$ cat config.mk
export PLATFORM = sky130hd
export DESIGN_NAME = dbx_exc_unit
export DESIGN_NICKNAME = d
export VERILOG_FILES = /design/src/shared/dbx_pkg.sv /design/src/hw/dbx_exc_unit.sv
export VERILOG_INCLUDE_DIRS = /design/src /design/src/shared
export SDC_FILE = /design/constraint.sdc
export NUM_CORES = 1
export LEC_CHECK = 0
export ABC_CLOCK_PERIOD_IN_PS = 6000
export BUFFER_PORTS_ARGS = -buffer_cell sky130_fd_sc_hd__buf_4
export CAP_MARGIN = 20
export CORE_MARGIN = 5
export CORE_UTILIZATION = 30
export CTS_CLUSTER_DIAMETER = 50
export DETAILED_ROUTE_END_ITERATION = 7
export PLACE_DENSITY_LB_ADDON = 0.05
export SLEW_MARGIN = 20
export SYNTH_ARGS = -nofsm -noshare
export SYNTH_HDL_FRONTEND = slang
export SYNTH_SLANG_ARGS = --single-unit
$ cat constraint.sdc
create_clock -name aclk -period 6 [get_ports aclk]
set_input_delay 0.3 -clock aclk [delete_from_list [all_inputs] [get_ports aclk]]
set_output_delay 0.3 -clock aclk [all_outputs]
set_load 0.01 [all_outputs]
$ cat src/shared/dbx_params.svh
// Constants of the debug and exception unit: offsets, masks, vectors.
// Assumes it is included once per compile unit by the package and design.
// Operation
// [RULE1] Access-rights bytes 80H and 00H mark a loaded descriptor invalid.
// [RULE2] Descriptor load sets accessed bit by locked RMW only if clear.
// [RULE3] Status bit 12 ignores software writes and keeps its fixed value.
// [RULE4] Breakpoint type 00 exec, 01 data write, 11 data read or write.
// [RULE5] Type 10 matches I/O read or write only with extensions enabled.
// [RULE6] Control bits 11, 12, 14 and 15 always read zero.
// [RULE7] Extensions off: slots 4 and 5 alias status and control.
// [RULE8] Extensions on: access to slot 4 or 5 raises invalid opcode.
// [RULE9] Moves to or from legacy test registers raise invalid opcode.
// [RULE10] SIMD floating-point errors go to vector 19, cause kept in register.
// [RULE11] Machine check vector 18 only while enable flag set; clear at reset.
// [RULE12] Writing one to a reserved special-register bit is blocked, vector 13.
// [RULE13] Reserved bit set in a paging entry raises page fault, vector 14.
// [RULE14] Unaligned reference with alignment checking raises vector 17.
// [RULE15] Divide error, vector 0, returns to the faulting divide itself.
// [RULE16] Signed quotient equal to most negative value is no divide error.
// [RULE17] Lock prefix on a non-lockable instruction raises vector 6.
// [RULE18] Instruction longer than 15 bytes raises general protection.
// [RULE19] Order: traps, interrupts, fetch faults, decode faults, exec faults.
// [RULE20] Switch to a 16-bit task state keeps the page directory base.
// [RULE21] Extensions flag cleared by reset; extended control reads zero.
// [RULE22] Interrupts taken only at boundaries; return points at next insn.
// [RULE23] Lower pending events are held and served later, never lost.
`ifndef DBX_PARAMS_SVH
`define DBX_PARAMS_SVH
// Register word indices (byte address is index times four)
`define DBX_IDX_BP_LAST 4'h3
`define DBX_IDX_ALIAS_A 4'h4
`define DBX_IDX_ALIAS_B 4'h5
`define DBX_IDX_DSR 4'h6
`define DBX_IDX_DCR 4'h7
`define DBX_IDX_XCR 4'h8
`define DBX_IDX_SIMD 4'h9
`define DBX_IDX_EXC 4'hA
`define DBX_IDX_PDB 4'hB
// Writable masks and reset values
`define DBX_DSR_WMASK 32'h0000_E00F
`define DBX_DCR_WMASK 32'hFFFF_27FF
`define DBX_XCR_WMASK 32'h0000_0048
`define DBX_SIMD_WMASK 32'h0000_003F
`define DBX_ZERO_RST 32'h0000_0000
// Field positions
`define DBX_XCR_DE 3
`define DBX_XCR_MCE 6
`define DBX_DCR_TYPE 16
// Vectors and limits
`define DBX_VEC_DE 8'h00
`define DBX_VEC_DB 8'h01
`define DBX_VEC_UD 8'h06
`define DBX_VEC_GP 8'h0D
`define DBX_VEC_PF 8'h0E
`define DBX_VEC_AC 8'h11
`define DBX_VEC_MC 8'h12
`define DBX_VEC_XF 8'h13
`define DBX_AR_BAD0 8'h80
`define DBX_AR_BAD1 8'h00
`define DBX_MAX_LEN 5'd15
`define DBX_RESP_OK 2'b00
`define DBX_RESP_SLV 2'b10
`define DBX_RESP_DEC 2'b11
`endif

$ cat src/shared/dbx_pkg.sv
// Types of the debug and exception unit.
// Assumes dbx_params.svh sits on the include path.
`include "dbx_params.svh"
package dbx_pkg;
   typedef enum logic [2:0] {
      DBX_ACC_EXEC, DBX_ACC_RD, DBX_ACC_WR, DBX_ACC_IORD, DBX_ACC_IOWR
   } dbx_acc_t;
   typedef struct packed {
      logic boundary;
      logic [31:0] cur_ip;
      logic [31:0] next_ip;
      logic acc_valid;
      dbx_acc_t acc_kind;
      logic [31:0] acc_addr;
      logic desc_load;
      logic [7:0] desc_ar;
      logic desc_accessed;
      logic int_req;
      logic [7:0] int_vec;
      logic fetch_pte_rsvd;
      logic dec_valid;
      logic [4:0] dec_len;
      logic dec_lock_bad;
      logic dec_test_mov;
      logic div_valid;
      logic div_word;
      logic div_zero;
      logic [31:0] div_quot;
      logic data_pte_rsvd;
      logic unaligned;
      logic align_active;
      logic simd_err;
      logic [5:0] simd_cause;
      logic mc_err;
      logic ts_valid;
      logic ts_32;
      logic [31:0] ts_pdb;
   } dbx_core_in_t;
   typedef struct packed {
      logic exc_valid;
      logic [7:0] exc_vector;
      logic [31:0] exc_ret_ip;
      logic rmw_req;
      logic desc_invalid;
      logic [31:0] page_dir_base;
   } dbx_core_out_t;
endpackage : dbx_pkg

$ cat src/hw/dbx_exc_unit.sv
// Debug registers, breakpoint match and exception arbitration of the core.
// Assumes core events arrive on aclk, AXI4-Lite master on the same clock.
`include "dbx_params.svh"
module dbx_exc_unit (
   // Clock and reset
   input wire logic aclk,
   input wire logic aresetn,
   // AXI4-Lite write channels
   input wire logic [5:0] awaddr,
   input wire logic awvalid,
   output logic awready,
   input wire logic [31:0] wdata,
   input wire logic [3:0] wstrb,
   input wire logic wvalid,
   output logic wready,
   output logic [1:0] bresp,
   output logic bvalid,
   input wire logic bready,
   // AXI4-Lite read channels
   input wire logic [5:0] araddr,
   input wire logic arvalid,
   output logic arready,
   output logic [31:0] rdata,
   output logic [1:0] rresp,
   output logic rvalid,
   input wire logic rready,
   // Core side
   input wire dbx_pkg::dbx_core_in_t core_i,
   output dbx_pkg::dbx_core_out_t core_o
);
   import dbx_pkg::*;

   logic [31:0] bp_q [4];
   logic [31:0] dsr_q, dcr_q, xcr_q, simd_q;
   logic [3:0] aw_idx_q;
   logic aw_have_q, w_have_q;
   logic [31:0] wdat_q;
   logic [3:0] wstb_q;
   logic [4:0] pend_q;
   logic [7:0] vec_q [5];
   logic [31:0] ip_q [5];
   logic [7:0] last_vec_q;
   dbx_core_out_t out_q;
   logic de, machine_check_enable, do_wr, do_rd;
   logic [3:0] ar_idx, wr_eff, rd_eff;
   logic wr_alias_bad, rd_alias_bad, xcr_bad;
   logic [31:0] wmask, wval;
   logic [3:0] bp_hit;
   logic [4:0] set_c, sel;
   logic [7:0] set_vec [5];
   logic [31:0] set_ip [5];
   logic div_err, ud_bus, gp_bus;

   assign de = xcr_q[`DBX_XCR_DE];
   assign machine_check_enable = xcr_q[`DBX_XCR_MCE];
   assign core_o = out_q;
   assign ar_idx = araddr[5:2];

   // [RULE7] slot aliasing
   function automatic logic [3:0] dbx_alias(input logic [3:0] idx);
      dbx_alias = idx;
      if (idx == `DBX_IDX_ALIAS_A) dbx_alias = `DBX_IDX_DSR;
      if (idx == `DBX_IDX_ALIAS_B) dbx_alias = `DBX_IDX_DCR;
   endfunction : dbx_alias

   // Byte lanes expand to a word mask
   assign wmask = {{8{wstb_q[3]}}, {8{wstb_q[2]}}, {8{wstb_q[1]}},
                   {8{wstb_q[0]}}};

   // Write decode once both halves are latched
   always_comb begin
      do_wr = aw_have_q && w_have_q && !bvalid;
      wr_eff = dbx_alias(aw_idx_q);
      // [RULE8] trap when extensions on
      wr_alias_bad = de && (aw_idx_q == `DBX_IDX_ALIAS_A ||
                            aw_idx_q == `DBX_IDX_ALIAS_B);
      // [RULE12] reserved ones refused
      xcr_bad = (aw_idx_q == `DBX_IDX_XCR) &&
                ((wdat_q & wmask & ~`DBX_XCR_WMASK) != `DBX_ZERO_RST);
      wval = wdat_q & wmask;
   end

   // AXI write address and data capture, taken in either order
   always_ff @(posedge aclk) begin
      if (!aresetn) begin
         aw_have_q <= 1'b0;
         w_have_q <= 1'b0;
         aw_idx_q <= 4'h0;
         wdat_q <= `DBX_ZERO_RST;
         wstb_q <= 4'h0;
      end else begin
         if (awvalid && awready) begin
            aw_have_q <= 1'b1;
            aw_idx_q <= awaddr[5:2];
         end else if (do_wr) aw_have_q <= 1'b0;
         if (wvalid && wready) begin
            w_have_q <= 1'b1;
            wdat_q <= wdata;
            wstb_q <= wstrb;
         end else if (do_wr) w_have_q <= 1'b0;
      end
   end

   // Ready only while the holding slot is free
   always_ff @(posedge aclk) begin
      if (!aresetn) begin
         awready <= 1'b0;
         wready <= 1'b0;
      end else begin
         awready <= !aw_have_q && !(awvalid && awready) && !bvalid;
         wready <= !w_have_q && !(wvalid && wready) && !bvalid;
      end
   end

   // Write response
   always_ff @(posedge aclk) begin
      if (!aresetn) begin
         bvalid <= 1'b0;
         bresp <= `DBX_RESP_OK;
      end else if (do_wr) begin
         bvalid <= 1'b1;
         if (aw_idx_q > `DBX_IDX_PDB) bresp <= `DBX_RESP_DEC;
         else if (wr_alias_bad || xcr_bad) bresp <= `DBX_RESP_SLV;
         else bresp <= `DBX_RESP_OK;
      end else if (bready) bvalid <= 1'b0;
   end

   // Breakpoint address registers
   always_ff @(posedge aclk) begin
      if (!aresetn) begin
         for (int i = 0; i < 4; i++) bp_q[i] <= `DBX_ZERO_RST;
      end else if (do_wr && aw_idx_q <= `DBX_IDX_BP_LAST) begin
         bp_q[aw_idx_q[1:0]] <= (bp_q[aw_idx_q[1:0]] & ~wmask) | wval;
      end
   end

   // Breakpoint match, one comparator per slot
   for (genvar g = 0; g < 4; g++) begin : g_bp
      logic [1:0] ty;
      logic kind_ok;
      assign ty = dcr_q[`DBX_DCR_TYPE + 4*g +: 2];
      always_comb begin
         case (ty)
            // [RULE4] exec, write, data
            2'b00: kind_ok = core_i.acc_kind == DBX_ACC_EXEC;
            2'b01: kind_ok = core_i.acc_kind == DBX_ACC_WR;
            2'b11: kind_ok = core_i.acc_kind == DBX_ACC_RD ||
                             core_i.acc_kind == DBX_ACC_WR;
            // [RULE5] I/O only when enabled
            2'b10: kind_ok = de && (core_i.acc_kind == DBX_ACC_IORD ||
                                    core_i.acc_kind == DBX_ACC_IOWR);
            default: kind_ok = 1'b0;
         endcase
      end
      assign bp_hit[g] = core_i.acc_valid && (dcr_q[2*g +: 2] != 2'b00) &&
                         core_i.acc_addr == bp_q[g] && kind_ok;
   end

   // Status: hardware hit bits win over a clearing write
   always_ff @(posedge aclk) begin
      if (!aresetn) dsr_q <= `DBX_ZERO_RST;
      else begin
         // [RULE3] bit 12 outside write mask
         if (do_wr && !wr_alias_bad && wr_eff == `DBX_IDX_DSR)
            dsr_q <= ((dsr_q & ~wmask) | wval) & `DBX_DSR_WMASK |
                     {28'h000_0000, bp_hit};
         else dsr_q <= dsr_q | {28'h000_0000, bp_hit};
      end
   end

   // Control register
   always_ff @(posedge aclk) begin
      if (!aresetn) dcr_q <= `DBX_ZERO_RST;
      // [RULE6] reserved bits forced low
      else if (do_wr && !wr_alias_bad && wr_eff == `DBX_IDX_DCR)
         dcr_q <= ((dcr_q & ~wmask) | wval) & `DBX_DCR_WMASK;
   end

   // Extended control: write blocked whole if any reserved bit is one
   always_ff @(posedge aclk) begin
      // [RULE21] zero after reset
      if (!aresetn) xcr_q <= `DBX_ZERO_RST;
      else if (do_wr && aw_idx_q == `DBX_IDX_XCR && !xcr_bad)
         xcr_q <= ((xcr_q & ~wmask) | wval) & `DBX_XCR_WMASK;
   end

   // SIMD cause flags, sticky; a new cause beats a clear
   always_ff @(posedge aclk) begin
      if (!aresetn) simd_q <= `DBX_ZERO_RST;
      else begin
         // [RULE10] record cause
         if (do_wr && aw_idx_q == `DBX_IDX_SIMD)
            simd_q <= ((simd_q & ~wmask) | wval) & `DBX_SIMD_WMASK |
                      {26'h000_0000, core_i.simd_cause & {6{core_i.simd_err}}};
         else if (core_i.simd_err)
            simd_q <= simd_q | {26'h000_0000, core_i.simd_cause};
      end
   end

   // AXI read: one outstanding, answer one cycle after address
   always_comb begin
      do_rd = arvalid && arready;
      rd_eff = dbx_alias(ar_idx);
      rd_alias_bad = de && (ar_idx == `DBX_IDX_ALIAS_A ||
                            ar_idx == `DBX_IDX_ALIAS_B);
   end

   always_ff @(posedge aclk) begin
      if (!aresetn) begin
         arready <= 1'b0;
         rvalid <= 1'b0;
         rdata <= `DBX_ZERO_RST;
         rresp <= `DBX_RESP_OK;
      end else begin
         arready <= !rvalid && !do_rd;
         if (do_rd) begin
            rvalid <= 1'b1;
            rresp <= rd_alias_bad ? `DBX_RESP_SLV : `DBX_RESP_OK;
            rdata <= `DBX_ZERO_RST;
            if (!rd_alias_bad) begin
               case (rd_eff)
                  4'h0, 4'h1, 4'h2, 4'h3: rdata <= bp_q[rd_eff[1:0]];
                  `DBX_IDX_DSR: rdata <= dsr_q;
                  `DBX_IDX_DCR: rdata <= dcr_q;
                  `DBX_IDX_XCR: rdata <= xcr_q;
                  `DBX_IDX_SIMD: rdata <= simd_q;
                  `DBX_IDX_EXC: rdata <= {19'h0_0000, pend_q, last_vec_q};
                  `DBX_IDX_PDB: rdata <= out_q.page_dir_base;
                  default: rresp <= `DBX_RESP_DEC;
               endcase
            end
         end else if (rready) rvalid <= 1'b0;
      end
   end

   // Divide check, signed quotient range of the operand size
   always_comb begin
      // [RULE16] most negative quotient allowed
      if (core_i.div_word)
         div_err = $signed(core_i.div_quot) < -32'sd32768 ||
                   $signed(core_i.div_quot) > 32'sd32767;
      else
         div_err = $signed(core_i.div_quot) < -32'sd128 ||
                   $signed(core_i.div_quot) > 32'sd127;
      div_err = core_i.div_valid && (div_err || core_i.div_zero);
   end

   assign ud_bus = (do_wr && wr_alias_bad) || (do_rd && rd_alias_bad);
   assign gp_bus = do_wr && xcr_bad;

   // Event sources per category, first match inside a category wins
   always_comb begin
      for (int c = 0; c < 5; c++) begin
         set_c[c] = 1'b0;
         set_vec[c] = `DBX_VEC_DE;
         set_ip[c] = core_i.cur_ip;
      end
      // Category 0: debug trap, resumes after the instruction
      set_c[0] = |bp_hit;
      set_vec[0] = `DBX_VEC_DB;
      set_ip[0] = core_i.next_ip;
      // [RULE22] boundary sampling only
      set_c[1] = core_i.int_req && core_i.boundary;
      set_vec[1] = core_i.int_vec;
      set_ip[1] = core_i.next_ip;
      // [RULE13] fetch-side reserved bit
      set_c[2] = core_i.fetch_pte_rsvd;
      set_vec[2] = `DBX_VEC_PF;
      // Category 3: decode faults
      if (core_i.dec_valid) begin
         set_c[3] = 1'b1;
         // [RULE18] length limit
         if (core_i.dec_len > `DBX_MAX_LEN) set_vec[3] = `DBX_VEC_GP;
         // [RULE17] bad lock prefix
         else if (core_i.dec_lock_bad) set_vec[3] = `DBX_VEC_UD;
         // [RULE9] test register move
         else if (core_i.dec_test_mov) set_vec[3] = `DBX_VEC_UD;
         else set_c[3] = 1'b0;
      end
      // Category 4: execution faults keep the faulting pointer
      set_c[4] = 1'b1;
      // [RULE15] faulting divide pointer
      if (div_err) set_vec[4] = `DBX_VEC_DE;
      else if (core_i.data_pte_rsvd) set_vec[4] = `DBX_VEC_PF;
      // [RULE14] alignment check
      else if (core_i.unaligned && core_i.align_active)
         set_vec[4] = `DBX_VEC_AC;
      // [RULE10] SIMD vector
      else if (core_i.simd_err) set_vec[4] = `DBX_VEC_XF;
      // [RULE11] gated by enable
      else if (core_i.mc_err && machine_check_enable) set_vec[4] = `DBX_VEC_MC;
      else if (gp_bus) set_vec[4] = `DBX_VEC_GP;
      else if (ud_bus) set_vec[4] = `DBX_VEC_UD;
      else set_c[4] = 1'b0;
   end

   // [RULE19] lowest category index first
   always_comb begin
      sel = 5'b0_0000;
      if (core_i.boundary) begin
         for (int c = 4; c >= 0; c--) begin
            if (pend_q[c]) sel = 5'b0_0001 << c;
         end
      end
   end

   // Pending slots; a new event beats the delivery clear
   for (genvar c = 0; c < 5; c++) begin : g_cat
      always_ff @(posedge aclk) begin
         if (!aresetn) begin
            pend_q[c] <= 1'b0;
            vec_q[c] <= 8'h00;
            ip_q[c] <= `DBX_ZERO_RST;
         // [RULE23] held until served
         end else if (set_c[c] && (!pend_q[c] || sel[c])) begin
            pend_q[c] <= 1'b1;
            vec_q[c] <= set_vec[c];
            ip_q[c] <= set_ip[c];
         end else if (sel[c]) pend_q[c] <= 1'b0;
      end
   end

   // Delivery to the core, one event per boundary
   always_ff @(posedge aclk) begin
      if (!aresetn) begin
         out_q.exc_valid <= 1'b0;
         out_q.exc_vector <= 8'h00;
         out_q.exc_ret_ip <= `DBX_ZERO_RST;
         last_vec_q <= 8'h00;
      end else begin
         out_q.exc_valid <= |sel;
         for (int c = 0; c < 5; c++) begin
            if (sel[c]) begin
               out_q.exc_vector <= vec_q[c];
               out_q.exc_ret_ip <= ip_q[c];
               last_vec_q <= vec_q[c];
            end
         end
      end
   end

   // Descriptor load checks, one-cycle pulses
   always_ff @(posedge aclk) begin
      if (!aresetn) begin
         out_q.rmw_req <= 1'b0;
         out_q.desc_invalid <= 1'b0;
      end else begin
         // [RULE1] invalid rights bytes
         out_q.desc_invalid <= core_i.desc_load &&
            (core_i.desc_ar == `DBX_AR_BAD0 || core_i.desc_ar == `DBX_AR_BAD1);
         // [RULE2] RMW only if clear
         out_q.rmw_req <= core_i.desc_load && !core_i.desc_accessed;
      end
   end

   // Page directory base follows only 32-bit task state
   always_ff @(posedge aclk) begin
      if (!aresetn) out_q.page_dir_base <= `DBX_ZERO_RST;
      // [RULE20] 16-bit format keeps base
      else if (core_i.ts_valid && core_i.ts_32)
         out_q.page_dir_base <= core_i.ts_pdb;
   end
endmodule : dbx_exc_unit

* Word level (Yosys, flattened, before mapping)
Memory sizes are Yosys's and may differ from the RTL's. A register that Yosys moved wholly into a read port is not among the register bits.
Index checks and enable logic that the tools add are counted.
Widths: inputs -> output; s select.
** Storage, ports and cells
- Flip-flop bits (word level) :: 265
- Latch bits :: 0
- Bits in writable memories :: 328
- ROM bits :: 0
- Input port bits :: 264
- Output and inout port bits :: 116
- Logic and storage cells :: 318
- Memories :: 3
** Operators by class
- $add $sub $neg :: 0
- Multipliers :: 0
- Div/mod/pow operators :: 0
- Magnitude comparators :: 7
- Equal/unequal tests :: 38
- Shifts and indexed selects :: 0
- Multiplexer cells :: 108
- Bitwise logic cells :: 27
- Reductions and logical operators :: 106
** Memory list
- ip_q :: depth 5, width 32, read ports 5, clocked after Yosys merged registers in 0, wr ports 5, line dbx_exc_unit.sv:41 : logic [31:0] ip_q [5];
- bp_q :: depth 4, width 32, read ports 6, clocked after Yosys merged registers in 1, wr ports 4, line dbx_exc_unit.sv:33 : logic [31:0] bp_q [4];
- vec_q :: depth 5, width 8, read ports 5, clocked after Yosys merged registers in 0, wr ports 5, line dbx_exc_unit.sv:40 : logic [7:0] vec_q [5];
** Operators by type and width (count)
- $mux 32 :: 10
- $pmux 32 s7 :: 1
- $mux 40 :: 5
- $eq 32x32->1 :: 4
- $and 32x32->32 :: 3
- $mux 8 :: 10
- $or 32x32->32 :: 2
- $mux 5 :: 11
- $mux 1 :: 49
- $logic_and 1x1->1 :: 48
- $eq 4x3->1 const B :: 8
- $gt 32x16->1 const B :: 1
- $gt 32x8->1 const B :: 1
- $lt 32x16->1 const B :: 1
- $lt 32x8->1 const B :: 1
- $not 32->32 :: 1
- $or 32x4->32 :: 1
- $or 32x6->32 :: 1
- $reduce_bool 32->1 :: 1
- $reduce_or 32->1 :: 1
- $mux 4 :: 7
- $reduce_bool 2->1 :: 14
- $eq 4x4->1 const B :: 6
- $and 16x16->16 :: 1
- other kinds (31) :: 98

* Longest topological paths before layout
- Depth in word-level cells :: 17
- Mapped depth :: 9
- Depth with buffers taken out :: 6

* Least setup slack after synthesis
OpenSTA, ideal clock, no wires.
- Path kind :: register to register
- Start point :: register bvalid
- End point :: memory ip_q[4][0], enable pin
- Library setup time :: 483 ps
- Arrival time :: 4020 ps
- Required time :: 5517 ps
- Path slack :: 1497 ps
- Cell stages (with the launch flop) :: 8
- Buffers on the path :: 1
- Period minus slack after synthesis :: 4503 ps
- Path through :: dfxtp_1 nand3b_1 clkbuf_1 nor2_1 nand3_1 o2111a_1 a21boi_4 o21ai_0
** RTL lines
- start, declared :: line dbx_exc_unit.sv:17 : output logic bvalid,
- start signal, assigned :: line dbx_exc_unit.sv:118 : bvalid <= 1'b0;
- start signal, assigned :: line dbx_exc_unit.sv:121 : bvalid <= 1'b1;
- start signal, assigned :: line dbx_exc_unit.sv:125 : end else if (bready) bvalid <= 1'b0;
- end, declared :: line dbx_exc_unit.sv:41

==> impl_summary.txt <==
----------------------------------------------------
[GRT]
  Number of antenna violations at the first check in global routing ... 6
  Wire length of the first global-routing pass ... 142000 microns
  Largest net degree at the start of global routing ... 74
  Via count of the first global-routing pass ... approximately 20000
  Total global routing track utilization ... around 22%
  Remaining global-route overflow ... 0

[Synthesis]
  FFs w/ async S/R, synth ... 0%
  Most used flip-flop cell after synthesis ... sky130_fd_sc_hd__edfxtp_1
  Post-synthesis sequential area ratio ... between 50% and 60%
  Number of storage elements in the synthesis netlist ... 514
  Fraction of synthesized cell area taken by the top area cell type ... 38.3%
  Summed instance area of the synthesized netlist ... between 20000 and 25000 sq um
  Avg Cell Area, Syn ... 11.1 sq um
  Count of unique library cells instantiated by Yosys ... just over 60
  Syn. warnings ... 0
  Number of enable flip-flop cells after synthesis ... about 310
  Post-Synthesis Cells ... 2169
  Post-synth net total ... about 2400
  Biggest area consumer among synthesized cells ... sky130_fd_sc_hd__edfxtp_1
  Area contributors post-synth ... sky130_fd_sc_hd__edfxtp_1, sky130_fd_sc_hd__dfxtp_1, sky130_fd_sc_hd__mux4_2

[Power]
  Power Density ... roughly 310 nW/um^2
  Clock power frac ... between 40% and 50%
  Peak supply drop ... around 0.19 mV
  Switching Share ... 25.5%
  Combinational power share ... 10.2%
  Portion of total power attributed to sequential cells ... 40.3%
  Internal Pwr Total ... 7500 uW
  Standby leakage power ... between 0.01 and 0.015 uW
  NetSw ... 2570 uW

[Worst setup path]
  R2R Path Start ... bp_q[0][29]
  Type of the setup path with the least slack ... reg2reg
  Type of element launching the critical path ... flip-flop
  Critical Path End Type ... flip-flop
  Required arrival time at the worst endpoint ... 6.28 ns
  Max FO, Critical Path ... 34
  Setup crit start ... bp_q[0][29]
  Worst endpoint data arrival time ... 4.17 ns

[Finish]
  Fill cell count ... 7733
  Layout cell share with drive strength beyond 1 ... 23.6%
  Most frequent standard cell in the layout excluding fill and tap cells ... sky130_fd_sc_hd__buf_4
  Synth-to-Final Area Change ... 34.8%
  Commonest cells after routing, fill and taps aside ... sky130_fd_sc_hd__buf_4, sky130_fd_sc_hd__edfxtp_1, sky130_fd_sc_hd__nand2_1
  Post-route insts no fill ... roughly 3800
  Fin nets ... 2921

[Job]
  Max-capacitance violation count ... 0

[Timing]
  Final slew viol count ... 0
  Hold Violations, Final ... 0
  Total of endpoints with negative setup slack in the final report ... 0
  TNS Setup ... 0 ns
  Worst-Margin Slew ... 1.08 ns
  Achievable frequency ... 257 MHz
  Worst clock skew ... 0.0336 ns
  Post-route clock period utilization ... 64.9%
  Relative slew slack ... 27.6%
  Time the final worst path needs with I/O delays and setup ... 3.89 ns
  Unrepaired setup endpoints after global routing ... no

[Clock network]
  Cts repair resizes ... 0
  Longest Clk Path Bufs ... 3
  TritonCTS clock tree ... built
  TritonCTS sink count ... 514
  Insertion delay to the later sink of the worst-skew pair ... 0.64 ns
  Buffers inserted by post-CTS timing repair ... 0
  H-tree levels ... 3
  Clk Tree Root Cell ... sky130_fd_sc_hd__clkbuf_16
  Hold buffer count at CTS ... ~160
  Clock-pin slew on the worst setup and hold paths ... 0.05 ns
  Cts bufs inserted ... between 80 and 90

[Placed design]
  Total instance count after detailed placement ... 3462
  Port-buffer cells ... 363
  Routability congestion estimate from global placement ... 0.902
  HPWL Detailed ... 66600 microns

[Routing]
  Final Routed Wirelength ... 98800 microns
  Number of nets with antenna violations after detailed routing ... 0
  Vias after detailed routing ... 19600
  Count of TritonRoute iterations in the first routing pass ... 6
  Remaining DRCs ... 0
  Number of design-rule violations left by the first detailed-router iteration ... 1635
  Vias per cell ... between 5 and 6
  Average detailed-routed wire length per instance ... approximately 26 microns

[Worst hold path]
  Type of the most critical hold path ... in2reg
  Startpoint of the most critical hold path ... awaddr[2]

[Floorplan]
  Number of standard-cell rows in the floorplan ... 103
  Initial core utilization ... 30.3%
  Number of ports placed on the die boundary ... 380
  Total core area ... roughly 79000 sq um
  DIE AREA ... around 86000 sq um
  Chip Height ... 293 microns
  Horizontal extent of the die ... 293 microns

[Status]
  Result of the run ... complete, no violations

----------------------------------------------------
worst max-delay path, cell delays in order, from the launching register on:
cell	delay, ns
sky130_fd_sc_hd__edfxtp_1	0.43
sky130_fd_sc_hd__xor2_1	0.25
sky130_fd_sc_hd__nor4_1	0.56
sky130_fd_sc_hd__and4_1	0.30
sky130_fd_sc_hd__nand4_1	0.28
sky130_fd_sc_hd__a41oi_2	0.27
sky130_fd_sc_hd__buf_4	0.45
sky130_fd_sc_hd__nand2b_2	0.51
sky130_fd_sc_hd__buf_4	0.45
final cells by class:
| class | count | area (sq um) | share of cell area [%] |
|---|---|---|---|
| Clock inverter | 55 | 737 | 2.28 |
| Antenna cell | 3 | 7.51 | 0.0232 |
| Tap cell | 1050 | 1310 | 4.06 |
| Inverter | 13 | 51.3 | 0.159 |
| Sequential cell | 514 | 13400 | 41.3 |
| Multi-Input combinational cell | 1485 | 10100 | 31.2 |
| Timing Repair Buffer | 562 | 4620 | 14.3 |
| Clock buffer | 96 | 2150 | 6.66 |
registers in the layout (all words and copies together), names as in the netlist, 4 cells and up, named ones only:
name and cells:
dsr_q 7, wdat_q 32, dcr_q 28, core_o 67, vec_q 18, aw_idx_q 4
pend_q 5, wstb_q 4, rdata 32, bp_q 128, last_vec_q 8, simd_q 6
ip_q 160
final timing paths:
| check | to | slack [ns] | cells after the start |
|---|---|---|---|
| worst max-delay path | ip_q[0][30] | 2.11 | 8 |
| worst min-delay path | flip-flop | 0.02 | 3 |
| worst max register to register | ip_q[0][30] | 2.11 | 8 |
| worst min register to register | core_o[56] | 0.45 | 1 |
cells by family (layout without fill, tap and decap cells):
kind of cell,Yosys count,in the layout,synth area share [%]
simple gates,803,803,16.1
flops,514,514,55.6
compound gates,372,372,9.80
mux,177,177,10.8
buf+inv,170,726,2.87
xor+xnor,133,133,4.85
other cells,0,3,0
power groups by stage:
| stage | combinational, uW | clock [uW] | sequential [uW] |
|---|---|---|---|
| global route | 1100 | 5250 | 4070 |
| finish | 1020 | 4990 | 4060 |
| global placement | 936 | 0 | 4130 |
| CTS | 1040 | 5090 | 4060 |
| floorplan | 468 | 0 | 4080 |
| detailed placement | 939 | 0 | 4130 |
layer usage:
| layer | wire length (microns) | vias up | share of wire [%] | global-route usage, % |
|---|---|---|---|---|
| li1 | - | 8949 | - | - |
| met1 | 44800 | 9842 | 45 | 31.1 |
| met2 | 45700 | 722 | 46 | 36.0 |
| met3 | 6240 | 129 | 6.3 | 4.26 |
| met4 | 1990 | 6 | 2.0 | 4.96 |
| met5 | 40 | - | 0.040 | 0 |
through the flow:
step / power [uW] / area, sq um / hold slack, ns / util (%) / worst slack, ns
after CTS: 10200 / 32300 / 0.000229 / 40.9 / 2.05
after global placement: 5060 / 27800 / 0.437 / 35.2 / 2.16
after global routing: 10400 / 32300 / 0.0200 / 40.9 / 2.03
after detailed placement: 5070 / 27800 / 0.442 / 35.2 / 2.08
final: 10100 / 32400 / 0.0155 / 40.9 / 2.11
after floorplan: 4550 / 24000 / 0.372 / - / 1.50
Yosys cell counts (all sizes together) (13+ instances only):
library cell,instances
nor2,157
dfxtp,208
xnor2,64
nor4,28
o21ai,97
a22o,38
nand2,313
a222oi,29
mux2i,112
edfxtp,306
and3,69
nand4,27
nor3b,36
nand3,48
mux4,65
xor2,69
inv,13
and2,79
a21oi,150
clkbuf,124
buf,33
No activity file was read; power rests on OpenSTA's default activity.
